**src/rds_pkg.sv**
```systemverilog
/*
  Shared constants and types for the reference divider and select block:
  register indices, field positions, reset values, pin function codes and
  bus handshake states.
  Assumes a single 50 MHz system clock that stands in for the oscillator input.
*/
package rds_pkg;

  // Bus geometry
  localparam int ADDR_W = 8;
  localparam int DATA_W = 32;
  localparam int IDX_W = 5;
  localparam int IDX_LSB = 2;
  localparam int IDX_MSB = 6;

  // Register indices; byte address is four times the index
  localparam logic [IDX_W-1:0] IDX_PIN_CTRL = 5'h00;
  localparam logic [IDX_W-1:0] IDX_FILTER = 5'h04;
  localparam logic [IDX_W-1:0] IDX_DIVIDER = 5'h07;
  localparam logic [IDX_W-1:0] IDX_STATUS = 5'h12;
  localparam logic [IDX_W-1:0] IDX_REF_COUNT = 5'h13;

  // Field positions
  localparam int PIN_FUNC_LSB = 6;
  localparam int PIN_FUNC_MSB = 7;
  localparam int FILTER_SEL_BIT = 7;
  localparam int DIV_W = 7;
  localparam int DIV_MSB = 6;
  localparam int IN_SEL_BIT = 7;
  localparam int STAT_LOCK_BIT = 1;
  localparam int CNT_W = 8;
  localparam int CNT_DIVZERO_BIT = 8;
  localparam int CNT_REF_BIT = 9;

  // Reset values
  localparam logic [1:0] PIN_FUNC_RST = 2'h0;
  localparam logic FILTER_SEL_RST = 1'b0;
  localparam logic [DIV_W-1:0] DIV_RST = 7'h00;
  localparam logic IN_SEL_RST = 1'b1;
  localparam logic [CNT_W-1:0] REF_COUNT_RST = 8'h00;

  // REF shape: high one input period, low for divider plus one periods
  localparam logic [DIV_W-1:0] DIV_ZERO = 7'h00;
  localparam logic [DIV_W-1:0] CNT_STEP = 7'h01;
  localparam logic [CNT_W-1:0] REF_COUNT_STEP = 8'h01;

  typedef enum logic [1:0] {
    RDS_PF_ZERO = 2'b00,
    RDS_PF_LOCK = 2'b01,
    RDS_PF_RSVD = 2'b10,
    RDS_PF_REF = 2'b11
  } rds_pin_func_t;

  typedef enum logic [0:0] {
    RDS_BUS_IDLE = 1'b0,
    RDS_BUS_ACK = 1'b1
  } rds_bus_state_t;

endpackage : rds_pkg

```
**src/rds_pin_mux.sv**
```systemverilog
/*
  Output selection for the phase detector reference and the shared
  lock/reference pin, both registered.
  Assumes line sync and lock inputs are synchronous to sys_clk.
*/
`timescale 1ns/1ns
module rds_pin_mux (
  // Clock and reset
  input wire logic sys_clk,
  input wire logic reset_n,
  // Settings
  input wire logic [1:0] pin_func,
  input wire logic in_sel,
  // Sources
  input wire logic ref_in,
  input wire logic line_sync_in,
  input wire logic pll_locked,
  // Selected outputs
  output logic pd_ref_out,
  output logic lock_ref_out
);

  typedef struct packed {
    logic pd_ref;
    logic lock_ref;
  } rds_mux_state_t;

  rds_mux_state_t st_r;
  rds_mux_state_t st_nxt;

  always_comb begin
    st_nxt = st_r;
    st_nxt.pd_ref = in_sel ? ref_in : line_sync_in;
    unique case (rds_pkg::rds_pin_func_t'(pin_func))
      rds_pkg::RDS_PF_ZERO: st_nxt.lock_ref = 1'b0;
      rds_pkg::RDS_PF_LOCK: st_nxt.lock_ref = pll_locked;
      // Reserved code: hold the pin low rather than leave it undefined
      rds_pkg::RDS_PF_RSVD: st_nxt.lock_ref = 1'b0;
      rds_pkg::RDS_PF_REF: st_nxt.lock_ref = ref_in;
    endcase
  end

  always_ff @(posedge sys_clk) begin
    if (!reset_n) begin
      st_r <= '0;
    end else begin
      st_r <= st_nxt;
    end
  end

  assign pd_ref_out = st_r.pd_ref;
  assign lock_ref_out = st_r.lock_ref;

endmodule // rds_pin_mux

```
**src/rds_ref_gen.sv**
```systemverilog
/*
  REF pulse generator: a down counter that reloads from the divider field
  at each falling REF edge.
  Assumes the divider value is stable or changes only between cycles of REF.
*/
`timescale 1ns/1ns
module rds_ref_gen (
  // Clock and reset
  input wire logic sys_clk,
  input wire logic reset_n,
  // Divider setting
  input wire logic [rds_pkg::DIV_W-1:0] divider,
  // REF and its start pulse
  output logic ref_out,
  output logic ref_start
);

  typedef struct packed {
    logic ref_lvl;
    logic start;
    logic [rds_pkg::DIV_W-1:0] cnt;
  } rds_ref_state_t;

  rds_ref_state_t st_r;
  rds_ref_state_t st_nxt;

  always_comb begin
    st_nxt = st_r;
    st_nxt.start = 1'b0;
    if (st_r.ref_lvl) begin
      // High lasts exactly one period, then reload the low count
      st_nxt.ref_lvl = 1'b0;
      st_nxt.cnt = divider;
    end else if (st_r.cnt == rds_pkg::DIV_ZERO) begin
      // Low ran divider plus one periods; full cycle is divider plus two
      st_nxt.ref_lvl = 1'b1;
      st_nxt.start = 1'b1;
    end else begin
      st_nxt.cnt = st_r.cnt - rds_pkg::CNT_STEP;
    end
  end

  always_ff @(posedge sys_clk) begin
    if (!reset_n) begin
      st_r <= '0;
    end else begin
      st_r <= st_nxt;
    end
  end

  assign ref_out = st_r.ref_lvl;
  assign ref_start = st_r.start;

endmodule // rds_ref_gen

```
**src/rds_top.sv**
```systemverilog
/*
  Reference divider and select block with its Avalon-MM register slave.
  Assumes sys_clk is the oscillator input and all inputs are synchronous.
*/
// Local design decisions: the Avalon-MM register port and the register addresses.
// Behaviour
// - REF stays high for exactly one oscillator period per cycle.
// - REF stays low for divider field plus one oscillator periods.
// - One REF cycle spans divider plus two periods.
// - Divider one gives the smallest division, three; the code stores divider zero as written and it gives two.
// - Divider all ones gives the largest division, one hundred twenty nine.
// - Input select one feeds REF to the phase detector.
// - Pin function eleven drives REF onto the lock/reference pin.
// - Filter select zero picks external filter, one picks internal.
// - Input select zero feeds line sync to the phase detector.
// - Pin function 00 drives zero, 01 shows lock, 10 reserved.
`timescale 1ns/1ns
module rds_top (
  // Clock and reset
  input wire logic sys_clk,
  input wire logic reset_n,
  // Avalon-MM slave
  input wire logic [rds_pkg::ADDR_W-1:0] avs_address,
  input wire logic avs_read,
  input wire logic avs_write,
  input wire logic [rds_pkg::DATA_W-1:0] avs_writedata,
  input wire logic [3:0] avs_byteenable,
  output logic [rds_pkg::DATA_W-1:0] avs_readdata,
  output logic avs_waitrequest,
  // Timing inputs
  input wire logic line_sync_in,
  input wire logic pll_locked,
  // Outputs
  output logic ref_out,
  output logic pd_ref_out,
  output logic lock_ref_out,
  output logic filter_internal_out
);

  typedef struct packed {
    rds_pkg::rds_bus_state_t bus_state;
    logic waitrequest;
    logic [rds_pkg::DATA_W-1:0] readdata;
    logic [1:0] pin_func;
    logic filter_sel;
    logic [rds_pkg::DIV_W-1:0] divider;
    logic in_sel;
    logic [rds_pkg::CNT_W-1:0] ref_count;
  } rds_top_state_t;

  rds_top_state_t st_r;
  rds_top_state_t st_nxt;
  logic ref_lvl;
  logic ref_start;
  logic [rds_pkg::IDX_W-1:0] idx;
  logic hit;
  logic wr_low;
  logic cnt_clr;
  logic [rds_pkg::DATA_W-1:0] rd_word;

  function automatic logic [rds_pkg::IDX_W-1:0] reg_index(
    input logic [rds_pkg::ADDR_W-1:0] addr
  );
    return addr[rds_pkg::IDX_MSB:rds_pkg::IDX_LSB];
  endfunction

  // Word aligned, below 0x80 and one of the five implemented indices
  function automatic logic reg_mapped(input logic [rds_pkg::ADDR_W-1:0] addr);
    logic [rds_pkg::IDX_W-1:0] i;
    i = addr[rds_pkg::IDX_MSB:rds_pkg::IDX_LSB];
    return (addr[1:0] == 2'h0) && !addr[rds_pkg::ADDR_W-1] &&
      ((i == rds_pkg::IDX_PIN_CTRL) || (i == rds_pkg::IDX_FILTER) ||
       (i == rds_pkg::IDX_DIVIDER) || (i == rds_pkg::IDX_STATUS) ||
       (i == rds_pkg::IDX_REF_COUNT));
  endfunction

  rds_ref_gen u_ref_gen (
    .sys_clk(sys_clk),
    .reset_n(reset_n),
    .divider(st_r.divider),
    .ref_out(ref_lvl),
    .ref_start(ref_start)
  );

  rds_pin_mux u_pin_mux (
    .sys_clk(sys_clk),
    .reset_n(reset_n),
    .pin_func(st_r.pin_func),
    .in_sel(st_r.in_sel),
    .ref_in(ref_lvl),
    .line_sync_in(line_sync_in),
    .pll_locked(pll_locked),
    .pd_ref_out(pd_ref_out),
    .lock_ref_out(lock_ref_out)
  );

  always_comb begin
    st_nxt = st_r;
    idx = reg_index(avs_address);
    hit = reg_mapped(avs_address);
    wr_low = 1'b0;
    cnt_clr = 1'b0;
    rd_word = '0;
    unique case (idx)
      rds_pkg::IDX_PIN_CTRL: rd_word[rds_pkg::PIN_FUNC_MSB:rds_pkg::PIN_FUNC_LSB] = st_r.pin_func;
      rds_pkg::IDX_FILTER: rd_word[rds_pkg::FILTER_SEL_BIT] = st_r.filter_sel;
      rds_pkg::IDX_DIVIDER: begin
        rd_word[rds_pkg::DIV_MSB:0] = st_r.divider;
        rd_word[rds_pkg::IN_SEL_BIT] = st_r.in_sel;
      end
      rds_pkg::IDX_STATUS: rd_word[rds_pkg::STAT_LOCK_BIT] = pll_locked;
      rds_pkg::IDX_REF_COUNT: begin
        rd_word[rds_pkg::CNT_W-1:0] = st_r.ref_count;
        rd_word[rds_pkg::CNT_DIVZERO_BIT] = (st_r.divider == rds_pkg::DIV_ZERO);
        rd_word[rds_pkg::CNT_REF_BIT] = ref_lvl;
      end
      default: rd_word = '0;
    endcase
    unique case (st_r.bus_state)
      rds_pkg::RDS_BUS_IDLE: begin
        // One wait cycle gives a registered read and a clean write edge
        if (avs_read || avs_write) begin
          st_nxt.bus_state = rds_pkg::RDS_BUS_ACK;
          st_nxt.waitrequest = 1'b0;
          st_nxt.readdata = (avs_read && hit) ? rd_word : '0;
        end
      end
      rds_pkg::RDS_BUS_ACK: begin
        st_nxt.bus_state = rds_pkg::RDS_BUS_IDLE;
        st_nxt.waitrequest = 1'b1;
        wr_low = avs_write && hit && avs_byteenable[0];
      end
    endcase
    if (wr_low) begin
      unique case (idx)
        rds_pkg::IDX_PIN_CTRL:
          st_nxt.pin_func = avs_writedata[rds_pkg::PIN_FUNC_MSB:rds_pkg::PIN_FUNC_LSB];
        rds_pkg::IDX_FILTER: st_nxt.filter_sel = avs_writedata[rds_pkg::FILTER_SEL_BIT];
        rds_pkg::IDX_DIVIDER: begin
          // Zero is reserved; stored as written, reported in the count register
          st_nxt.divider = avs_writedata[rds_pkg::DIV_MSB:0];
          st_nxt.in_sel = avs_writedata[rds_pkg::IN_SEL_BIT];
        end
        rds_pkg::IDX_REF_COUNT: cnt_clr = 1'b1;
        default: st_nxt.ref_count = st_r.ref_count;
      endcase
    end
    // A REF start in the clearing cycle is still counted
    if (cnt_clr) begin
      st_nxt.ref_count = ref_start ? rds_pkg::REF_COUNT_STEP : rds_pkg::REF_COUNT_RST;
    end else if (ref_start) begin
      st_nxt.ref_count = st_r.ref_count + rds_pkg::REF_COUNT_STEP;
    end
  end

  always_ff @(posedge sys_clk) begin
    if (!reset_n) begin
      st_r.bus_state <= rds_pkg::RDS_BUS_IDLE;
      st_r.waitrequest <= 1'b1;
      st_r.readdata <= '0;
      st_r.pin_func <= rds_pkg::PIN_FUNC_RST;
      st_r.filter_sel <= rds_pkg::FILTER_SEL_RST;
      st_r.divider <= rds_pkg::DIV_RST;
      st_r.in_sel <= rds_pkg::IN_SEL_RST;
      st_r.ref_count <= rds_pkg::REF_COUNT_RST;
    end else begin
      st_r <= st_nxt;
    end
  end

  assign avs_readdata = st_r.readdata;
  assign avs_waitrequest = st_r.waitrequest;
  assign ref_out = ref_lvl;
  assign filter_internal_out = st_r.filter_sel;

endmodule // rds_top

```
**config.mk**
```make
export PLATFORM = sky130hd
export DESIGN_NAME = rds_top
export DESIGN_NICKNAME = d
export VERILOG_FILES = /design/src/rds_pkg.sv /design/src/rds_pin_mux.sv /design/src/rds_ref_gen.sv /design/src/rds_top.sv
export SDC_FILE = /design/constraint.sdc
export NUM_CORES = 1
export LEC_CHECK = 0
export CORE_ASPECT_RATIO = 0.9
export CORE_MARGIN = 10
export CORE_UTILIZATION = 61
export DETAILED_ROUTE_END_ITERATION = 16
export DONT_BUFFER_PORTS = 1
export PLACE_DENSITY = 0.77
export SLEW_MARGIN = 15
export SYNTH_ARGS = -nofsm -noshare
export SYNTH_HDL_FRONTEND = slang
export SYNTH_SLANG_ARGS = --single-unit
```
**constraint.sdc**
```tcl
create_clock -name sys_clk -period 2.3 [get_ports sys_clk]
set_clock_uncertainty 0.1 [all_clocks]
set_input_delay 0.46 -clock sys_clk [delete_from_list [all_inputs] [get_ports sys_clk]]
set_output_delay 0.46 -clock sys_clk [all_outputs]
set_load 0.01 [all_outputs]
```
==> impl_metrics.ini, run 1 <==
[outcome]
outcome = completed

[synthesis]
synth_cells = 229
yosys-top-cells-area = dfxtp_1 39%, buf_4 11%, mux2i_1 8.0%
ys_types = 44
async_flop_share_pct = 0
ys_top_cells_by_count = 41 x dfxtp_1, 32 x buf_4, 21 x nor2_1
avgSynthCellArea_um2 = 9.26
ys.flop_type = dfxtp_1
synth_most_common_cell = dfxtp_1
synth-seq-cells = 41
yosysWarnings = 0
synth_top_area_cell = dfxtp_1
syn_area_mm2 = 0.00212
synth_edf_count = 0
synth.yosys.seq_area_share_pct = 38.7
synth_top_area_share_pct = 38.7

[setup_path]
setup.worst_path.end_class = flip-flop
critPathArrivalTime_ns = 1.93
criticalPathCategory = reg2reg
cp-start-kind = flip-flop
cp.required_ns = 2.35
r2r_cells = 4
worstPathMaxFanout = 5
r2r_setup_slack_ns = 0.41

[clock_tree]
clockRootBuffer = clkbuf_8
cts_buffer_depth = 2
cts_max_level = 2
cts_tree = yes
cts_hold_buf = 0
cts-resized-gates = 0
clock-sinks = 41
numCtsBuffers = 5
cts.reportedPaths.clkPinSlew_ns = 0.08
cts_setup_buffers = 0
clk_latency_ns = 0.29

[grt]
grt_usage_pct = 13.7
grt_antenna_before_repair = 0
grt_max_degree = 23
grt_pass1_vias = 1434
grt_remaining_overflow = 0
grt_pass1_wl_um = 6940

[floorplan]
dieArea_mm2 = 0.00624
io_pins = 87
dieHeight_um = 75.9
die_x_um = 82.1
start_util_pct = 63.2
placementRows = 20
core_mm2 = 0.00335

[detailed_routing]
firstDrtPassIters = 4
detail_route.iter0.violations = 106
vias = 1483
drt-total-wl_um = 4190
vias_per_cell = 5.60
wire_per_inst_um = 15.8
antenna_left = 0
post-route-drc-count = 0

[finish]
nets = 273
final_core_util_pct = 62.2
drive_gt1_share_pct = 8.14
n_antenna_cell = 0
area_growth_syn_to_layout_pct = -1.65
final_area_mm2 = 0.00208

[placed_design]
dpl_cell_area_mm2 = 0.00200
place_ws_ns = 0.234
gp_congestion = 0.901
portBuffers = 0
place_hpwl_um = 3330

[timing]
slew_headroom_pct = 35.9
finalCriticalPeriod_ns = 1.89
period_share_pct = 82.0
fmax_ghz = 0.530
worst_pin_slew_ns = 0.954
rsz0062_at_grt = false
setup_tns_ns = 0
setup_viol = 0
setup_ws_ns = 0.415
maxSlewViolCount = 0
hold_violations = 0

[min_path]
hp-class = in2reg
hold_depth = 1

[flow_run]
max-cap-violations = 0

[power]
p_leak_nw = 0.814
p_total_mw = 1.69
ir_worst_vdd_mv = 0.505
power_density_mw_per_mm2 = 812
critical path, stage by stage (launching register included):
cell and delay [ns]:
dfxtp_1 0.34, nor4_1 0.41, nand3b_1 0.23, o21ai_0 0.56
a211oi_1 0.10
layout make-up:
cell class,count,area [um^2]
clock buffer,5,68.8
tap,44,55.1
multi-input combinational,164,1080
fill,324,1270
clock inverter,3,17.5
timing repair buffer,4,30.0
sequential,41,821
inverter,4,15.0
where the power goes:
group | total (mW) | internal [mW] | switching, mW
registers | 0.841 | 0.772 | 0.0683
clock network | 0.453 | 0.209 | 0.244
logic | 0.399 | 0.180 | 0.218
cell usage in the layout, fill, tap and decap left out, types with 2 or more instances in the layout:
| cell type | netlist | layout |
|---|---|---|
| clkinv_2 | 0 | 2 |
| nor2_1 | 21 | 21 |
| nor3_1 | 2 | 2 |
| and3_1 | 2 | 2 |
| or2_2 | 2 | 2 |
| mux2i_1 | 17 | 17 |
| a211oi_1 | 2 | 2 |
| buf_4 | 32 | 4 |
| or4_1 | 2 | 2 |
| inv_1 | 4 | 4 |
| a21oi_1 | 3 | 3 |
| xor2_1 | 8 | 8 |
| nand4_1 | 4 | 4 |
| a22o_1 | 12 | 12 |
| xnor2_1 | 4 | 4 |
| nor4_1 | 5 | 5 |
| ha_1 | 3 | 3 |
| nand2_1 | 12 | 12 |
| nor2b_1 | 11 | 11 |
| clkbuf_8 | 0 | 5 |
| a32o_1 | 2 | 2 |
| conb_1 | 1 | 22 |
| nand3_1 | 4 | 4 |
| nor3b_1 | 2 | 2 |
| o21ai_0 | 6 | 6 |
| nand2b_1 | 2 | 2 |
| dfxtp_1 | 41 | 41 |
| a21o_1 | 2 | 2 |
cells by family after synthesis:
logic type | after synthesis | share of synthesized area [%]
AND/OR/NAND/NOR | 76 | 19.8
AO/OA/AOI/OAI | 33 | 11.9
other | 1 | 0.177
XOR/XNOR | 12 | 4.96
flip-flops | 41 | 38.7
buffers and inverters | 45 | 14.2
multiplexers | 18 | 8.56
adder cells (fa/ha/maj) | 3 | 1.77
per-stage QoR:
stage	instances	hold slack, ns
after floorplan	250	0.326
after global placement	257	0.371
after detailed placement	257	0.367
after CTS	265	0.118
after global routing	265	0.107
final	265	0.129
sequential cells by signal, summed over array words and instances, names as in the netlist:
signal and flops:
u_ref_gen.ref_start 1, avs_readdata 10, u_ref_gen.st_r 7, u_pin_mux.pd_ref_out 1, filter_internal_out 1, avs_waitrequest 1
st_r 19, u_pin_mux.lock_ref_out 1
final timing paths:
kind | startpoint | end
min reg2reg | st_r[17] | u_pin_mux.lock_ref_out
min | reset_n | st_r[8]
max | u_ref_gen.st_r[4] | u_ref_gen.st_r[5]
max reg2reg | u_ref_gen.st_r[4] | u_ref_gen.st_r[5]
per-layer routing:
| metal | up-vias | part of all wire (%) | GRT usage, % |
|---|---|---|---|
| met5 | - | 0 | 0 |
| met2 | 43 | 45 | 19.9 |
| met4 | 0 | 1.3 | 4.59 |
| li1 | 733 | - | - |
| met1 | 699 | 43 | 17.5 |
| met3 | 8 | 9.9 | 5.78 |
No activity file was read; power rests on OpenSTA's default activity.
==> run 2, diff against run 1 <==
- clock period: 2.3 -> 1.8 ns (I/O delays scaled with it)
==> run 2 against run 1 <==
Against the previous run:
- via count is 1.6% lower
- sequential share of layout area is 1.0 points lower
- flip-flop and latch count stayed put
- utilization is 1.7 points higher
- critical path type is now in2reg
- critical endpoint is now avs_readdata[9]
==> impl_metrics.ini, run 2 (synthesis results as in run 1) <==
[floorplan]
core_mm2 = 0.00335
start_util_pct = 63.2
io_pins = 87
dieArea_mm2 = 0.00624
die_x_um = 82.1
placementRows = 20
dieHeight_um = 75.9

[timing]
maxSlewViolCount = 0
setup_viol = 0
rsz0062_at_grt = false
fmax_ghz = 0.644
period_share_pct = 86.2
worst_pin_slew_ns = 0.918
finalCriticalPeriod_ns = 1.55
whs_ns = 0.0404
hold_violations = 0
slew_headroom_pct = 38.3

[clock_tree]
clockRootBuffer = clkbuf_8
clock-sinks = 41
cts.reportedPaths.clkPinSlew_ns = 0.08
cts_max_level = 2
cts_setup_buffers = 0
cts_tree = yes
clk_latency_ns = 0.30
numCtsBuffers = 5
cts_buffer_depth = 2

[setup_path]
path_cells = or3_4 -> nor4b_2 -> o311a_1 -> a32o_1
cp.required_ns = 1.94
criticalPathCategory = in2reg
worstPathMaxFanout = 9
critPathArrivalTime_ns = 1.70
cp-start-kind = primary input
setup.worst_path.end_class = flip-flop
crit_slowest_cell = or3_4
max_stage_delay_ns = 0.41
path_delay_family = simple AND/OR/NAND/NOR gates
crit_buf_inv = 0

[min_path]
hp-class = in2reg

[placed_design]
dpl_cell_area_mm2 = 0.00205
portBuffers = 0
gp_congestion = 0.856
place_hpwl_um = 3400
placed_cells = 263

[grt]
grt_pass1_vias = 1404
grt_max_degree = 23
grt_pass1_wl_um = 6820
grt_antenna_before_repair = 0
grt_usage_pct = 13.9
grt_remaining_overflow = 0

[detailed_routing]
wire_per_inst_um = 16.0
detail_route.iter0.violations = 78
firstDrtPassIters = 4
wl_met3_um = 362
drt-total-wl_um = 4330
vias_per_cell = 5.39
vias = 1460
routed.top_layer = met4
wl_met1_um = 1890
antenna_left = 0
post-route-drc-count = 0
wl_met2_um = 2010

[power]
p_total_mw = 2.19
ir_worst_vdd_mv = 0.733
power_density_mw_per_mm2 = 1020
p_leak_nw = 0.849

[finish]
final_area_mm2 = 0.00214
final_common_cell = dfxtp_1
largest_reg_flops = 19
final_cell_mix = 41 x dfxtp_1, 22 x conb_1, 21 x nor2_1, 17 x mux2i_1
stdcell_count = 271
final_core_util_pct = 63.8
area_growth_syn_to_layout_pct = 1.00
nets = 279
n_antenna_cell = 0
drive_gt1_share_pct = 11.5
largest_register = st_r

[outcome]
outcome = completed

[flow_run]
max-cap-violations = 0
==> run 2: changes by cell type in the layout (fill, tap and decap cells not counted), sizes merged <==
cell      previous run  this run
buf                  4        10
clkbuf               5         6
clkinvlp             1         0
==> run 2: repair_timing <==
action                                  in CTS  in global routing
gates resized for setup                      0                  1
hold buffers                                 0                  0
hold endpoints to repair                     0                  0
endpoints found under the setup margin       0                  1
==> run 2: final timing paths <==
path / cells past startpoint / end / slack, ns / startpoint
min reg2reg: 2 / u_pin_mux.lock_ref_out / 0.37 / st_r[17]
max: 4 / avs_readdata[9] / 0.25 / avs_address[1]
max reg2reg: 5 / st_r[18] / 0.25 / st_r[52]
min: 1 / st_r[8] / 0.04 / reset_n
==> run 2: metal layers <==
layer / GRT usage [%] / up-vias
li1: - / 739
met1: 16.9 / 671
met2: 20.9 / 44
met3: 6.72 / 6
met4: 4.08 / 0
met5: 0 / -
==> run 2: final cells by class <==
cell class / instances / area (um^2)
Clock buffer: 6 / 72.6
Clock inverter: 2 / 10.0
Fill cell: 309 / 1210
Inverter: 4 / 15.0
Multi-Input combinational cell: 164 / 1090
Sequential cell: 41 / 821
Tap cell: 44 / 55.1
Timing Repair Buffer: 10 / 75.1
==> run 2: stage by stage <==
step                setup TNS (ns)  setup slack [ns]
detailed placement          -0.358           -0.0651
floorplan                    -1.09            -0.133
global placement            -0.461            -0.106
global route                     0            0.0594
finish                           0             0.248
CTS                              0             0.223
==> run 2: report_power, final <==
group	total (mW)	internal (mW)	switching, mW
Combinational	0.545	0.256	0.289
Sequential	1.07	0.987	0.0861
Clock	0.576	0.268	0.307
Total	2.19	1.51	0.683
==> run 3, diff against run 2 <==
- PLACE_DENSITY: 0.77 -> 0.73
- SLEW_MARGIN: 15 -> 40
==> run 3 against run 2 <==
Against the previous run:
- critical path depth stayed put
- worst hold slack gained 0.0075 ns
- count of clock-buffer cells in the layout grew 1
- global-route usage up 1.0 points
- utilization increased by 0.45 points
- sequential share of layout area down 0.27 points
- cell count down 0.37%
- non-clock buffer count is the same
- total power up 0.92%
- flip-flop and latch count unchanged
- register-to-register slack got worse by 0.05 ns
- first-iteration DRC count is 94% higher
- largest cell class unchanged
==> impl_metrics.ini, run 3 (synthesis results as in run 1) <==
[placed_design]
dpl_cell_area_mm2 = 0.00206
place_ws_ns = 0.00175
placed_cells = 263
gp_congestion = 0.814
portBuffers = 0
place_hpwl_um = 3620

[timing]
fmax_ghz = 0.624
period_share_pct = 89.0
finalCriticalPeriod_ns = 1.60
maxSlewViolCount = 0
setup_ws_ns = 0.198
worst_pin_slew_ns = 0.535
slew_headroom_pct = 64.1
rsz0062_at_grt = false
setup_viol = 0
hold_violations = 0

[grt]
grt_max_degree = 23
grt_antenna_before_repair = 0
grt_pass1_wl_um = 7530
grt_remaining_overflow = 0
grt_usage_pct = 14.9
grt_pass1_vias = 1631

[detailed_routing]
drt-total-wl_um = 4610
post-route-drc-count = 0
vias = 1575
detail_route.iter0.violations = 151
vias_per_cell = 5.83
antenna_left = 0
firstDrtPassIters = 4
wire_per_inst_um = 17.1

[clock_tree]
clock-sinks = 41
clockRootBuffer = clkbuf_8
cts_tree = yes
cts.reportedPaths.clkPinSlew_ns = 0.07
cts-resized-gates = 0
cts_max_level = 2
clk_latency_ns = 0.29
cts_buffer_depth = 2
cts_setup_buffers = 0
cts_hold_buf = 0
numCtsBuffers = 5

[floorplan]
dieHeight_um = 75.9
io_pins = 87
dieArea_mm2 = 0.00624
placementRows = 20
core_mm2 = 0.00335
start_util_pct = 63.2
die_x_um = 82.1

[finish]
area_growth_syn_to_layout_pct = 1.71
drive_gt1_share_pct = 11.1
nets = 279
largest_reg_flops = 19
final_cell_mix = 41 x dfxtp_1, 22 x conb_1, 21 x nor2_1, 17 x mux2i_1
n_antenna_cell = 0
stdcell_count = 270
largest_register = st_r
final_area_mm2 = 0.00216
final_common_cell = dfxtp_1
fillers = 287
final_core_util_pct = 64.3

[power]
p_total_mw = 2.21
p_leak_nw = 0.850
power_density_mw_per_mm2 = 1030
ir_worst_vdd_mv = 0.892

[min_path]
hp-class = in2reg
hold_depth = 1

[setup_path]
criticalPathCategory = reg2reg
crit_slowest_cell = nor4_1
cp-start-kind = flip-flop
max_stage_delay_ns = 0.41
critPathArrivalTime_ns = 1.72
path_cells = nor4_1 -> nand3b_1 -> mux2_2 -> o21ai_0
cp.required_ns = 1.92
worstPathMaxFanout = 4
setup.worst_path.end_class = flip-flop
r2r_cells = 4

[flow_run]
max-cap-violations = 0

[outcome]
outcome = completed
[run 3: metal layers]
layer / track usage (%) / vias up / wire length, um
li1: - / 741 / -
met1: 17.1 / 752 / 1920
met2: 23.6 / 72 / 2090
met3: 6.37 / 10 / 526
met4: 5.61 / 0 / 73
met5: 0 / - / 0
[run 3: per-stage QoR]
step	hold slack [ns]	setup TNS, ns
after floorplan	0.326	-1.09
after global placement	0.334	-0.0147
after detailed placement	0.344	0
after CTS	0.0369	0
after global routing	0.0431	0
final	0.0478	0
[run 3: final timing paths]
check,from,to,slack [ns]
setup / recovery,u_ref_gen.st_r[4],u_ref_gen.st_r[1],0.20
setup reg to reg,u_ref_gen.st_r[4],u_ref_gen.st_r[1],0.20
hold / removal,reset_n,st_r[8],0.05
hold reg to reg,st_r[17],u_pin_mux.lock_ref_out,0.37
[run 3: cell type report]
class	instances	area (um^2)	share of cell area, %
inverters	4	15.0	0.696
clock buffers	7	86.3	4.00
multi-input cells	164	1090	50.6
well taps	44	55.1	2.55
flip-flops and latches	41	821	38.1
repair buffers	10	87.6	4.06
[run 3: power breakdown]
group	total (mW)	switching, mW	internal, mW
Combinational	0.549	0.297	0.252
Sequential	1.07	0.0859	0.988
Clock	0.592	0.288	0.304
Total	2.21	0.671	1.54
[run 3: worst max-delay path: cells and delay by family, from the launching register on]
kind | cells | cell delay [ns]
AND/OR/NAND/NOR | 2 | 0.63
flip-flops | 1 | 0.34
multiplexers | 1 | 0.32
AO/OA/AOI/OAI | 1 | 0.14
